[config.mk]
export PLATFORM = sky130hd
export DESIGN_NAME = tsr_throttle_status_register_bank
export DESIGN_NICKNAME = d
export VERILOG_FILES = /design/src/tsr_pkg.sv /design/src/tsr_pulse_timer.sv /design/src/tsr_throttle_status_register_bank.sv
export SDC_FILE = /design/constraint.sdc
export NUM_CORES = 1
export LEC_CHECK = 0
export BUFFER_PORTS_ARGS = -buffer_cell sky130_fd_sc_hd__buf_4
export CORE_MARGIN = 8
export CORE_UTILIZATION = 58
export DETAILED_ROUTE_END_ITERATION = 12
export GPL_ROUTABILITY_DRIVEN = 1
export PLACE_DENSITY = 0.8
export REMOVE_ABC_BUFFERS = 1
export SKIP_CTS_REPAIR_TIMING = 1
export SLEW_MARGIN = 20
export SYNTH_ARGS = -nofsm -noshare
export SYNTH_HDL_FRONTEND = slang
export SYNTH_HIERARCHICAL = 1
export SYNTH_SLANG_ARGS = --single-unit
[constraint.sdc]
create_clock -name REF_CLK_I -period 4.3 [get_ports REF_CLK_I]
set_input_delay 0.215 -clock REF_CLK_I [delete_from_list [all_inputs] [get_ports REF_CLK_I]]
set_output_delay 0.215 -clock REF_CLK_I [all_outputs]
set_load 0.005 [all_outputs]
[src/tsr_pkg.sv]
package tsr_pkg;

  // ----------------------------------------------------------------
  // Register offsets
  // ----------------------------------------------------------------
  localparam logic [7:0] ADDR_SRC_FLAGS = 8'h22;
  localparam logic [7:0] ADDR_CTRL = 8'h23;
  localparam logic [7:0] ADDR_LIM_LO = 8'h24;
  localparam logic [7:0] ADDR_LIM_HI = 8'h25;
  localparam logic [7:0] ADDR_PSYS = 8'h26;
  localparam logic [7:0] ADDR_VBUS = 8'h27;

  // ----------------------------------------------------------------
  // Reset values
  // ----------------------------------------------------------------
  localparam logic [7:0] FLAGS_RESET = 8'h00;
  localparam logic [7:0] CTRL_RESET = 8'ha8;
  localparam logic [7:0] LIM_LO_RESET = 8'h00;
  localparam logic [7:0] LIM_HI_RESET = 8'h41;
  localparam logic [7:0] RESULT_RESET = 8'h00;
  localparam logic [7:0] UNMAPPED_READ = 8'h00;

  // ----------------------------------------------------------------
  // Field positions of the throttle control register
  // ----------------------------------------------------------------
  localparam int CTRL_RSVD7_BIT = 7;
  localparam int CTRL_HOLD_BIT = 6;
  localparam int CTRL_WIDTH_MSB = 5;
  localparam int CTRL_WIDTH_LSB = 4;
  localparam int CTRL_CLEAR_BIT = 3;
  localparam int CTRL_RSVD2_BIT = 2;
  localparam int CTRL_FAIL_BIT = 1;
  localparam int CTRL_EXIT_BIT = 0;
  localparam logic CTRL_RSVD7_VAL = 1'b1;
  localparam logic CTRL_RSVD2_VAL = 1'b0;
  localparam logic CLEAR_IDLE_VAL = 1'b1;

  // ----------------------------------------------------------------
  // Throttle source flags: bits 7..2 sources, 1 pack, 0 adapter
  // ----------------------------------------------------------------
  localparam int SRC_NUM = 6;
  localparam int FLAG_NUM = 8;
  localparam int FLAG_PACK_BIT = 1;
  localparam int FLAG_ADAPTER_BIT = 0;

  // ----------------------------------------------------------------
  // Input current limit field
  // ----------------------------------------------------------------
  localparam int LIM_CODE_W = 7;
  localparam int LIM_MA_W = 13;
  localparam logic [12:0] LIMIT_STEP_MA = 13'h0032;
  localparam logic [12:0] LIMIT_OFFSET_MA = 13'h0032;

  // ----------------------------------------------------------------
  // Assist failure counting
  // ----------------------------------------------------------------
  localparam logic [3:0] ASSIST_FAIL_LIMIT = 4'h7;

  // ----------------------------------------------------------------
  // Alert pulse widths
  // ----------------------------------------------------------------
  localparam logic [1:0] WIDTH_100US = 2'h0;
  localparam logic [1:0] WIDTH_1MS = 2'h1;
  localparam logic [1:0] WIDTH_10MS = 2'h2;
  localparam logic [1:0] WIDTH_5MS = 2'h3;
  localparam int CLK_PERIOD_NS = 8;
  localparam int W100US_US = 100;
  localparam int W1MS_US = 1000;
  localparam int W10MS_US = 10000;
  localparam int W5MS_US = 5000;
  localparam int W100US_CYC = (W100US_US * 1000) / CLK_PERIOD_NS;
  localparam int W1MS_CYC = (W1MS_US * 1000) / CLK_PERIOD_NS;
  localparam int W10MS_CYC = (W10MS_US * 1000) / CLK_PERIOD_NS;
  localparam int W5MS_CYC = (W5MS_US * 1000) / CLK_PERIOD_NS;
  localparam int TIMER_W = 21;

  // ----------------------------------------------------------------
  // Types
  // ----------------------------------------------------------------
  typedef enum logic [2:0] {
    ALERT_IDLE = 3'h1,
    ALERT_PULSE = 3'h2,
    ALERT_HOLD = 3'h4
  } tsr_alert_state_t;

  typedef struct packed {
    logic hold_en;
    logic [1:0] width;
    logic clear_bit;
  } tsr_ctrl_t;

  typedef struct packed {
    logic wr;
    logic rd;
    logic [7:0] addr;
    logic [7:0] data;
  } tsr_reg_req_t;

endpackage

[src/tsr_pulse_timer.sv]
`timescale 1ns/1ns
module tsr_pulse_timer (
  input wire logic clk_i,
  input wire logic rst_n_i,
  input wire logic load_i,
  input wire logic stop_i,
  input wire logic [20:0] count_i,
  output logic done_o
);

  logic [20:0] cnt_reg;
  logic [20:0] cnt_next;

  always_comb
  begin
    cnt_next = cnt_reg;
    if (load_i)
    begin
      cnt_next = count_i;
    end
    else if (stop_i)
    begin
      cnt_next = 21'h000000;
    end
    else if (cnt_reg != 21'h000000)
    begin
      cnt_next = cnt_reg - 21'h000001;
    end
  end

  always_ff @(posedge clk_i or negedge rst_n_i)
  begin
    if (!rst_n_i)
    begin
      cnt_reg <= 21'h000000;
    end
    else
    begin
      cnt_reg <= cnt_next;
    end
  end

  // Last cycle of the loaded width
  assign done_o = (cnt_reg == 21'h000001) && !load_i;

endmodule // tsr_pulse_timer

[src/tsr_throttle_status_register_bank.sv]
`timescale 1ns/1ns
module tsr_throttle_status_register_bank #(
  parameter int W100US_CYC = tsr_pkg::W100US_CYC,
  parameter int W1MS_CYC = tsr_pkg::W1MS_CYC,
  parameter int W10MS_CYC = tsr_pkg::W10MS_CYC,
  parameter int W5MS_CYC = tsr_pkg::W5MS_CYC
) (
  input wire logic REF_CLK_I,
  input wire logic RST_N_I,
  input wire logic REG_WR_I,
  input wire logic REG_RD_I,
  input wire logic [7:0] REG_ADDR_I,
  input wire logic [7:0] REG_WDATA_I,
  output logic [7:0] REG_RDATA_O,
  input wire logic [5:0] SRC_TRIG_I,
  input wire logic PACK_BELOW_REMOVAL_I,
  input wire logic BUS_BELOW_CONV_I,
  input wire logic IN_ASSIST_I,
  input wire logic ASSIST_FAIL_I,
  input wire logic ASSIST_OK_I,
  input wire logic OPT_DONE_I,
  input wire logic [6:0] OPT_LIMIT_I,
  input wire logic RESULT_VALID_I,
  input wire logic [7:0] PSYS_RESULT_I,
  input wire logic [7:0] VBUS_RESULT_I,
  output logic ALERT_N_O,
  output logic ASSIST_LATCH_OFF_O,
  output logic IN_ASSIST_STATUS_O,
  output logic [12:0] INPUT_LIMIT_MA_O
);

  // ----------------------------------------------------------------
  // Request decode
  // ----------------------------------------------------------------
  tsr_pkg::tsr_reg_req_t req;
  logic wr_ctrl;
  logic wr_lim_lo;
  logic wr_lim_hi;
  logic rd_flags;
  logic clear_req;

  assign req = '{wr: REG_WR_I, rd: REG_RD_I, addr: REG_ADDR_I, data: REG_WDATA_I};
  assign wr_ctrl = req.wr && (req.addr == tsr_pkg::ADDR_CTRL);
  assign wr_lim_lo = req.wr && (req.addr == tsr_pkg::ADDR_LIM_LO);
  assign wr_lim_hi = req.wr && (req.addr == tsr_pkg::ADDR_LIM_HI);
  assign rd_flags = req.rd && (req.addr == tsr_pkg::ADDR_SRC_FLAGS);
  assign clear_req = wr_ctrl && !req.data[tsr_pkg::CTRL_CLEAR_BIT];

  // ----------------------------------------------------------------
  // Trigger sources and flags
  // ----------------------------------------------------------------
  logic [7:0] trig_lvl;
  logic [7:0] trig_prev_reg;
  logic [7:0] trig_prev_next;
  logic [7:0] trig_rise;
  logic [7:0] flags_reg;
  logic [7:0] flags_next;
  logic alert_evt;

  assign trig_lvl = {SRC_TRIG_I, PACK_BELOW_REMOVAL_I, BUS_BELOW_CONV_I};
  assign trig_rise = trig_lvl & ~trig_prev_reg;
  assign alert_evt = |trig_rise;

  generate
    for (genvar g = 0; g < tsr_pkg::FLAG_NUM; g++)
    begin : g_flag
      // Set wins; a read drops the flag once its source is gone
      always_comb
      begin
        flags_next[g] = trig_rise[g] || (flags_reg[g] && !(rd_flags && !trig_lvl[g]));
      end
    end
  endgenerate

  assign trig_prev_next = trig_lvl;

  always_ff @(posedge REF_CLK_I or negedge RST_N_I)
  begin
    if (!RST_N_I)
    begin
      flags_reg <= tsr_pkg::FLAGS_RESET;
      trig_prev_reg <= 8'h00;
    end
    else
    begin
      flags_reg <= flags_next;
      trig_prev_reg <= trig_prev_next;
    end
  end

  // ----------------------------------------------------------------
  // Control register
  // ----------------------------------------------------------------
  tsr_pkg::tsr_ctrl_t ctrl_reg;
  tsr_pkg::tsr_ctrl_t ctrl_next;

  always_comb
  begin
    ctrl_next = ctrl_reg;
    ctrl_next.clear_bit = tsr_pkg::CLEAR_IDLE_VAL;
    if (wr_ctrl)
    begin
      ctrl_next.hold_en = req.data[tsr_pkg::CTRL_HOLD_BIT];
      ctrl_next.width = req.data[tsr_pkg::CTRL_WIDTH_MSB:tsr_pkg::CTRL_WIDTH_LSB];
      ctrl_next.clear_bit = req.data[tsr_pkg::CTRL_CLEAR_BIT];
    end
  end

  always_ff @(posedge REF_CLK_I or negedge RST_N_I)
  begin
    if (!RST_N_I)
    begin
      ctrl_reg.hold_en <= tsr_pkg::CTRL_RESET[tsr_pkg::CTRL_HOLD_BIT];
      ctrl_reg.width <= tsr_pkg::CTRL_RESET[tsr_pkg::CTRL_WIDTH_MSB:tsr_pkg::CTRL_WIDTH_LSB];
      ctrl_reg.clear_bit <= tsr_pkg::CTRL_RESET[tsr_pkg::CTRL_CLEAR_BIT];
    end
    else
    begin
      ctrl_reg <= ctrl_next;
    end
  end

  // ----------------------------------------------------------------
  // Alert pulse and hold
  // ----------------------------------------------------------------
  tsr_pkg::tsr_alert_state_t alert_state_reg;
  tsr_pkg::tsr_alert_state_t alert_state_next;
  logic alert_n_reg;
  logic alert_n_next;
  logic [20:0] width_cycles;
  logic timer_load;
  logic timer_stop;
  logic timer_done;

  always_comb
  begin
    unique case (ctrl_reg.width)
      tsr_pkg::WIDTH_100US: width_cycles = W100US_CYC[20:0];
      tsr_pkg::WIDTH_1MS: width_cycles = W1MS_CYC[20:0];
      tsr_pkg::WIDTH_10MS: width_cycles = W10MS_CYC[20:0];
      tsr_pkg::WIDTH_5MS: width_cycles = W5MS_CYC[20:0];
    endcase
  end

  always_comb
  begin
    alert_state_next = alert_state_reg;
    timer_load = 1'b0;
    timer_stop = 1'b0;
    if (alert_evt)
    begin
      // New trigger restarts the pulse even over a clear
      alert_state_next = tsr_pkg::ALERT_PULSE;
      timer_load = 1'b1;
    end
    else
    begin
      unique case (alert_state_reg)
        tsr_pkg::ALERT_IDLE:
        begin
          alert_state_next = tsr_pkg::ALERT_IDLE;
        end
        tsr_pkg::ALERT_PULSE:
        begin
          if (clear_req)
          begin
            alert_state_next = tsr_pkg::ALERT_IDLE;
            timer_stop = 1'b1;
          end
          else if (timer_done)
          begin
            alert_state_next = ctrl_reg.hold_en ? tsr_pkg::ALERT_HOLD : tsr_pkg::ALERT_IDLE;
          end
        end
        tsr_pkg::ALERT_HOLD:
        begin
          if (clear_req)
          begin
            alert_state_next = tsr_pkg::ALERT_IDLE;
          end
        end
        default:
        begin
          alert_state_next = tsr_pkg::ALERT_IDLE;
        end
      endcase
    end
    alert_n_next = (alert_state_next == tsr_pkg::ALERT_IDLE);
  end

  always_ff @(posedge REF_CLK_I or negedge RST_N_I)
  begin
    if (!RST_N_I)
    begin
      alert_state_reg <= tsr_pkg::ALERT_IDLE;
      alert_n_reg <= 1'b1;
    end
    else
    begin
      alert_state_reg <= alert_state_next;
      alert_n_reg <= alert_n_next;
    end
  end

  tsr_pulse_timer u_timer (
    .clk_i(REF_CLK_I),
    .rst_n_i(RST_N_I),
    .load_i(timer_load),
    .stop_i(timer_stop),
    .count_i(width_cycles),
    .done_o(timer_done)
  );

  assign ALERT_N_O = alert_n_reg;

  // ----------------------------------------------------------------
  // Peak-power assist failure and exit
  // ----------------------------------------------------------------
  logic [3:0] fail_cnt_reg;
  logic [3:0] fail_cnt_next;
  logic fail_flag_reg;
  logic fail_flag_next;
  logic exit_flag_reg;
  logic exit_flag_next;
  logic in_assist_reg;
  logic in_assist_next;
  logic fail_clear;
  logic exit_clear;
  logic exit_evt;

  assign fail_clear = wr_ctrl && !req.data[tsr_pkg::CTRL_FAIL_BIT];
  assign exit_clear = wr_ctrl && !req.data[tsr_pkg::CTRL_EXIT_BIT];
  assign exit_evt = in_assist_reg && !IN_ASSIST_I;
  assign in_assist_next = IN_ASSIST_I;

  always_comb
  begin
    fail_cnt_next = fail_cnt_reg;
    fail_flag_next = fail_flag_reg;
    if (ASSIST_FAIL_I && !fail_flag_reg)
    begin
      fail_cnt_next = fail_cnt_reg + 4'h1;
      if (fail_cnt_reg >= tsr_pkg::ASSIST_FAIL_LIMIT)
      begin
        fail_flag_next = 1'b1;
      end
    end
    else if (fail_clear && fail_flag_reg)
    begin
      fail_cnt_next = 4'h0;
      fail_flag_next = 1'b0;
    end
    else if (ASSIST_OK_I)
    begin
      fail_cnt_next = 4'h0;
    end
    exit_flag_next = exit_evt || (exit_flag_reg && !exit_clear);
  end

  always_ff @(posedge REF_CLK_I or negedge RST_N_I)
  begin
    if (!RST_N_I)
    begin
      fail_cnt_reg <= 4'h0;
      fail_flag_reg <= tsr_pkg::CTRL_RESET[tsr_pkg::CTRL_FAIL_BIT];
      exit_flag_reg <= tsr_pkg::CTRL_RESET[tsr_pkg::CTRL_EXIT_BIT];
      in_assist_reg <= 1'b0;
    end
    else
    begin
      fail_cnt_reg <= fail_cnt_next;
      fail_flag_reg <= fail_flag_next;
      exit_flag_reg <= exit_flag_next;
      in_assist_reg <= in_assist_next;
    end
  end

  assign ASSIST_LATCH_OFF_O = fail_flag_reg;
  assign IN_ASSIST_STATUS_O = in_assist_reg;

  // ----------------------------------------------------------------
  // Input current limit and result registers
  // ----------------------------------------------------------------
  logic [7:0] lim_lo_reg;
  logic [7:0] lim_lo_next;
  logic [7:0] lim_hi_reg;
  logic [7:0] lim_hi_next;
  logic [7:0] psys_reg;
  logic [7:0] psys_next;
  logic [7:0] vbus_reg;
  logic [7:0] vbus_next;
  logic [12:0] limit_ma_reg;
  logic [12:0] limit_ma_next;

  always_comb
  begin
    lim_lo_next = wr_lim_lo ? req.data : lim_lo_reg;
    lim_hi_next = wr_lim_hi ? req.data : lim_hi_reg;
    if (OPT_DONE_I)
    begin
      lim_hi_next = {lim_hi_reg[7], OPT_LIMIT_I};
    end
    psys_next = RESULT_VALID_I ? PSYS_RESULT_I : psys_reg;
    vbus_next = RESULT_VALID_I ? VBUS_RESULT_I : vbus_reg;
    limit_ma_next = 13'(lim_hi_reg[tsr_pkg::LIM_CODE_W-1:0] * tsr_pkg::LIMIT_STEP_MA) +
                    tsr_pkg::LIMIT_OFFSET_MA;
  end

  always_ff @(posedge REF_CLK_I or negedge RST_N_I)
  begin
    if (!RST_N_I)
    begin
      lim_lo_reg <= tsr_pkg::LIM_LO_RESET;
      lim_hi_reg <= tsr_pkg::LIM_HI_RESET;
      psys_reg <= tsr_pkg::RESULT_RESET;
      vbus_reg <= tsr_pkg::RESULT_RESET;
      limit_ma_reg <= 13'h0000;
    end
    else
    begin
      lim_lo_reg <= lim_lo_next;
      lim_hi_reg <= lim_hi_next;
      psys_reg <= psys_next;
      vbus_reg <= vbus_next;
      limit_ma_reg <= limit_ma_next;
    end
  end

  assign INPUT_LIMIT_MA_O = limit_ma_reg;

  // ----------------------------------------------------------------
  // Read data
  // ----------------------------------------------------------------
  logic [7:0] rdata_reg;
  logic [7:0] rdata_next;
  logic [7:0] ctrl_view;

  assign ctrl_view = {tsr_pkg::CTRL_RSVD7_VAL, ctrl_reg.hold_en, ctrl_reg.width, ctrl_reg.clear_bit,
                      tsr_pkg::CTRL_RSVD2_VAL, fail_flag_reg, exit_flag_reg};

  always_comb
  begin
    rdata_next = rdata_reg;
    if (req.rd)
    begin
      case (req.addr)
        tsr_pkg::ADDR_SRC_FLAGS: rdata_next = flags_reg;
        tsr_pkg::ADDR_CTRL: rdata_next = ctrl_view;
        tsr_pkg::ADDR_LIM_LO: rdata_next = lim_lo_reg;
        tsr_pkg::ADDR_LIM_HI: rdata_next = lim_hi_reg;
        tsr_pkg::ADDR_PSYS: rdata_next = psys_reg;
        tsr_pkg::ADDR_VBUS: rdata_next = vbus_reg;
        default: rdata_next = tsr_pkg::UNMAPPED_READ;
      endcase
    end
  end

  always_ff @(posedge REF_CLK_I or negedge RST_N_I)
  begin
    if (!RST_N_I)
    begin
      rdata_reg <= 8'h00;
    end
    else
    begin
      rdata_reg <= rdata_next;
    end
  end

  assign REG_RDATA_O = rdata_reg;

endmodule // tsr_throttle_status_register_bank

Yosys cells after proc, flatten, opt, wreduce, memory -nomap -nowiden

Index checks and enable logic that the tools add are counted.

Register bits after elaboration: 105
Bits of input ports: 56

Eq/ne operators: 14
Mux-type cells: 24
Reductions and logical operators: 69
Bitwise gates (word level): 3
Order comparisons: 1
$add $sub $neg: 3
$mul: 1

Operator list:

| operator                | count |
|---|---|
| $pmux W21 S4            | 1 |
| $mux W21                | 3 |
| $eq A8 B6 Y1 const B    | 6 |
| $pmux W8 S6             | 1 |
| $logic_and A1 B1 Y1     | 28 |
| $logic_not A1 Y1        | 23 |
| $eq A21 B1 Y1 const B   | 1 |
| $reduce_bool A21 Y1     | 1 |
| $sub A21 B1 Y21 const B | 1 |
| $mux W3                 | 5 |
| $mux W7                 | 2 |
| $add A13 B6 Y13 const B | 1 |
| $mul A7 B5 Y12 const B  | 1 |
| $mux W4                 | 3 |
| $logic_or A1 B1 Y1      | 9 |
| $and A8 B8 Y8           | 1 |
| $mux W1                 | 8 |
| $not A8 Y8              | 1 |
| $reduce_or A8 Y1        | 1 |
| $pmux W3 S2             | 1 |
| $reduce_bool A3 Y1      | 2 |
| $add A4 B1 Y4 const B   | 1 |
| $eq A2 B2 Y1 const B    | 2 |
| $ge A4 B3 Y1 const B    | 1 |
| 9 further kinds         | 11 |

Depth between registers and ports, before layout

Depth in word-level cells: 11
Gate-level depth with buffers: 12
Depth with buffers taken out: 12

Modules after synthesis

Netlist, hierarchy kept.

Modules (own cells, without submodules):

| module                            | area each (µm²) | instances | cells an instance |
|---|---|---|---|
| tsr_throttle_status_register_bank | 4235.3          | 1         | 373 |
| tsr_pulse_timer                   | 1377.6          | 1         | 148 |

Least setup slack after synthesis

OpenSTA, ideal clock, no wires.

Path kind: reg-to-reg
From: register lim_hi_reg[2]
To: register limit_ma_reg[11], in the netlist INPUT_LIMIT_MA_O[11]
Library setup time: 0.139 ns
Period minus slack after synthesis: 2.965 ns
Stages on the path, launching flop included: 10
Setup slack: 1.335 ns
Data arrival time: 2.825 ns
Cells stage by stage: dfrtp_1 -> ha_1 -> ha_1 -> fa_1 -> ha_1 -> a21oi_1 -> xnor2_1 -> nor4b_1 -> nand3_1 -> xor2_1

Longest elaborated chain between the ends: 2

Ends and longest elaborated chain:

| what                   | RTL line                                 | text |
|---|---|---|
| from (decl)            | tsr_throttle_status_register_bank.sv:286 | `logic [7:0] lim_hi_reg;` |
| from (signal assigned) | tsr_throttle_status_register_bank.sv:314 | `lim_hi_reg <= tsr_pkg::LIM_HI_RESET;` |
| from (signal assigned) | tsr_throttle_status_register_bank.sv:322 | `lim_hi_reg <= lim_hi_next;` |
| $mul A7 B5 Y12         | tsr_throttle_status_register_bank.sv:305 | `limit_ma_next = 13'(lim_hi_reg[tsr_pkg::LIM_CODE_W-1:0] * tsr_pkg::LIMIT_STEP_MA) +` |
| $add A13 B6 Y13        | tsr_throttle_status_register_bank.sv:305 |  |
| net limit_ma_next[11]  | tsr_throttle_status_register_bank.sv:293 | `logic [12:0] limit_ma_next;` |
| to (signal assigned)   | tsr_throttle_status_register_bank.sv:325 | `limit_ma_reg <= limit_ma_next;` |
| to (decl)              | tsr_throttle_status_register_bank.sv:292 | `logic [12:0] limit_ma_reg;` |

The timed path passes the listed nets, and every way through them passes these cells.
A chain may end at the register's enable or synchronous reset.

Worst setup path after layout

Ends and elaborated chain as after synthesis.

==> key figures <==
Floorplan
  – Row Count: 36
  – Die area: around 13000 sq um
  – Die X: between 100 and 150 um
  – Core Box Area: approximately 9600 sq um
  – Boundary Pins: 80
  – Height of the die: about 110 um
  – Initial core utilization: 0.585

Global routing
  – First-pass GRT wire length: between 20 and 25 mm
  – Largest net degree at the start of global routing: 61
  – Gr ovfl total: 0
  – GRT Total Usage: 0.208
  – Initial antenna violation count: 0
  – Number of global-route vias before repair: 4584

Placed design
  – # port buffers: 78
  – Final HPWL DP: slightly below 10 mm
  – Routability-driven placement congestion ratio: about 0.85
  – Placed Cells incl. Taps: slightly above 700

Setup path
  – Worst r2r path cells: 9
  – Reg-to-Reg End: INPUT_LIMIT_MA_O[11]
  – Type of the worst setup path: reg -> reg
  – Critical Path End: INPUT_LIMIT_MA_O[11]
  – Crit path required time: 4.54 ns
  – Worst R2R Start: lim_hi_reg[2]
  – Worst reg-to-reg setup slack: ~0.93 ns
  – Critical path launch point: lim_hi_reg[2]
  – Worst Setup End Kind: flop
  – Critical path arrival: approximately 3.6 ns
  – Critical path launch point type: flop
  – CP Max Fanout: 6

Layout
  – Share of cells above drive strength 1: 0.255
  – Util after Layout: 0.687
  – Final net count: ~700
  – Largest register FFs: 21
  – Area Growth Syn to Fin: 17.5%
  – Final Non-Filler Cells: 745
  – Diode count: 0
  – Fill cells: a little over 700

Synth
  – Synthesized instance count: about 520
  – Sequential area share after synthesis: 0.465
  – Yosys top cell area share: 0.437
  – Async set or reset register ratio after synthesis: 1.00
  – Area leader, netlist: dfrtp_1
  – Synth area leaders: dfrtp_1 (44%), ha_1 (6.7%), mux2_2 (5.4%)
  – EDFF count, synth: 0
  – Synth Register Bits: 104
  – Cell variety after synth: between 60 and 70
  – Most used DFF post-synth: dfrtp_1
  – Yosys warns: 6
  – Cell area after synthesis: 5610 sq um
  – Avg Inst Size Synth: approximately 11 sq um

Detailed routing
  – Drt drc: 0
  – DR vias: roughly 4400
  – DRT Pass-1 Iters: 5
  – Starting DRT DRC Count: 190
  – Avg WL per Cell: between 15 and 20 um
  – Final wirelength: approximately 13 mm
  – Final antenna-violating net count: 0
  – Vias/cell: 5.97

Min path
  – Critical hold path startpoint: OPT_LIMIT_I[5]
  – Worst min path class: in -> reg

Clocking
  – Worst-skew pair later-pin latency: 0.37 ns
  – CTS Buf Count: 9
  – H-Tree Depth: 3
  – Reg clk slew, reported paths: ~0.10 ns
  – Clk buf depth: 2
  – CTS tree: yes
  – Sinks on Clock Net: ~100
  – Root Driver: clkbuf_8

STA
  – Hold WS: 0.0533 ns
  – Fin. Hold Viols: 0
  – Skew final: between 0.01 and 0.015 ns
  – Final min period: roughly 3.4 ns
  – Slew headroom: 0.490
  – Setup TNS: 0 ns
  – Fmax: just under 0.3 GHz
  – Final period utilization: 0.783
  – Final setup vio count: 0
  – Worst-margin pin slew: roughly 0.76 ns
  – RSZ-0062 raised after global routing: false
  – Final count of pins violating max slew: 0

Pwr
  – Worst vdd ir: approximately 180 uV
  – Leakage dissipation: around 3 nW
  – Power density over the cells: 360 nW/um^2

Flow run
  – Max-Cap Viols: 0

Run status
  – Status: completed
-- how the worst min path moves through the flow --
stage / cells past startpoint / end / slack (ns)
6_report: 3 / lim_hi_reg[5] / 0.05
5_1_grt: 3 / lim_hi_reg[6] / 0.05
4_1_cts: 1 / INPUT_LIMIT_MA_O[10] / -0.07
3_5_place_dp: 1 / INPUT_LIMIT_MA_O[10] / 0.33
3_3_place_gp: 1 / INPUT_LIMIT_MA_O[10] / 0.32
2_1_floorplan: 0 / ASSIST_LATCH_OFF_O / -0.08
-- worst max-delay path: stages (launching register included) --
cell	delay, ns
dfrtp_1	0.45
ha_1	0.32
ha_1	0.33
fa_1	0.47
ha_1	0.37
a21oi_1	0.18
xnor2_1	0.20
nor4b_1	0.54
nand3_1	0.20
xor2_1	0.18
-- metrics by stage --
step                      setup WS, ns  area, sq um  power [W]
after global placement            1.22         6310    0.00177
final                            0.932         6590    0.00237
after CTS                         1.01         6490    0.00238
after global routing             0.796         6590    0.00251
after floorplan                   1.34         5530    0.00155
after detailed placement          1.04         6310    0.00180
-- layout make-up --
cell class              instances  area (sq um)  area share
clock buffers                  10           128      0.0194
clock inverters                 6          52.6     0.00797
inverters                      33           124      0.0188
multi-input cells             367          2800       0.424
flip-flops and latches        104          2610       0.396
well taps                     133           166      0.0252
repair buffers                 92           716       0.109
-- where the power goes --
part           total (W)  internal, W  switching (W)
Combinational   0.000638     0.000306       0.000332
Clock           0.000578     0.000220       0.000357
Sequential       0.00116      0.00108      0.0000739
Total            0.00237      0.00161       0.000763
-- placed cells by master, fill, tap and decap left out, drive strengths merged, types with 3 or more instances in the layout --
master       count
a2111oi          3
a211oi           4
a21o             4
a21oi           20
a22oi           10
a32oi            4
buf             82
clkbuf          10
conb             6
dfrtp           98
dfstp            6
dlygate4sd3     10
ha              30
inv             36
mux2            27
mux2i           11
mux4             7
nand2           49
nand2b          10
nand3           11
nand3b           4
nand4            9
nor2            21
nor2b            8
nor3            12
nor3b            3
nor4             7
nor4b            3
o21a             3
o21ai           35
o22ai           11
o311ai           3
o31a             3
o31ai            4
or2              3
xnor2            5
xor2            17
-- synth_stat cells, types with 5 or more instances --
library cell,number
xnor2_1,5
a22oi_1,10
nand2b_1,10
o21ai_1,7
o21ai_0,26
mux2i_1,11
clkbuf_1,10
xor2_1,17
inv_1,32
nand2_1,49
nor2_1,20
nor2b_1,8
o22ai_1,11
ha_1,30
dfrtp_1,98
nor3_1,10
mux4_2,7
dfstp_2,6
a21oi_1,19
nand4_1,8
mux2_2,27
nand3_1,11
buf_2,8
-- cells by family after synthesis --
group,after synthesis,share of synthesized area
adders and majority gates,32,0.0740
and+or+nand+nor,147,0.149
buffers and inverters,54,0.0392
xor gates and xnor gates,22,0.0343
muxes,45,0.102
DFF,104,0.465
other,2,0.00134
AOI/OAI and AO/OA,115,0.135
-- per-layer routing --
metal | vias to the layer above | track usage | part of all wire
met5 | - | 0 | 0
met4 | 0 | 0.0852 | 0.027
met3 | 38 | 0.0469 | 0.066
met2 | 177 | 0.345 | 0.49
met1 | 2186 | 0.257 | 0.42
li1 | 2046 | - | -
No activity file was read; power rests on OpenSTA's default activity.
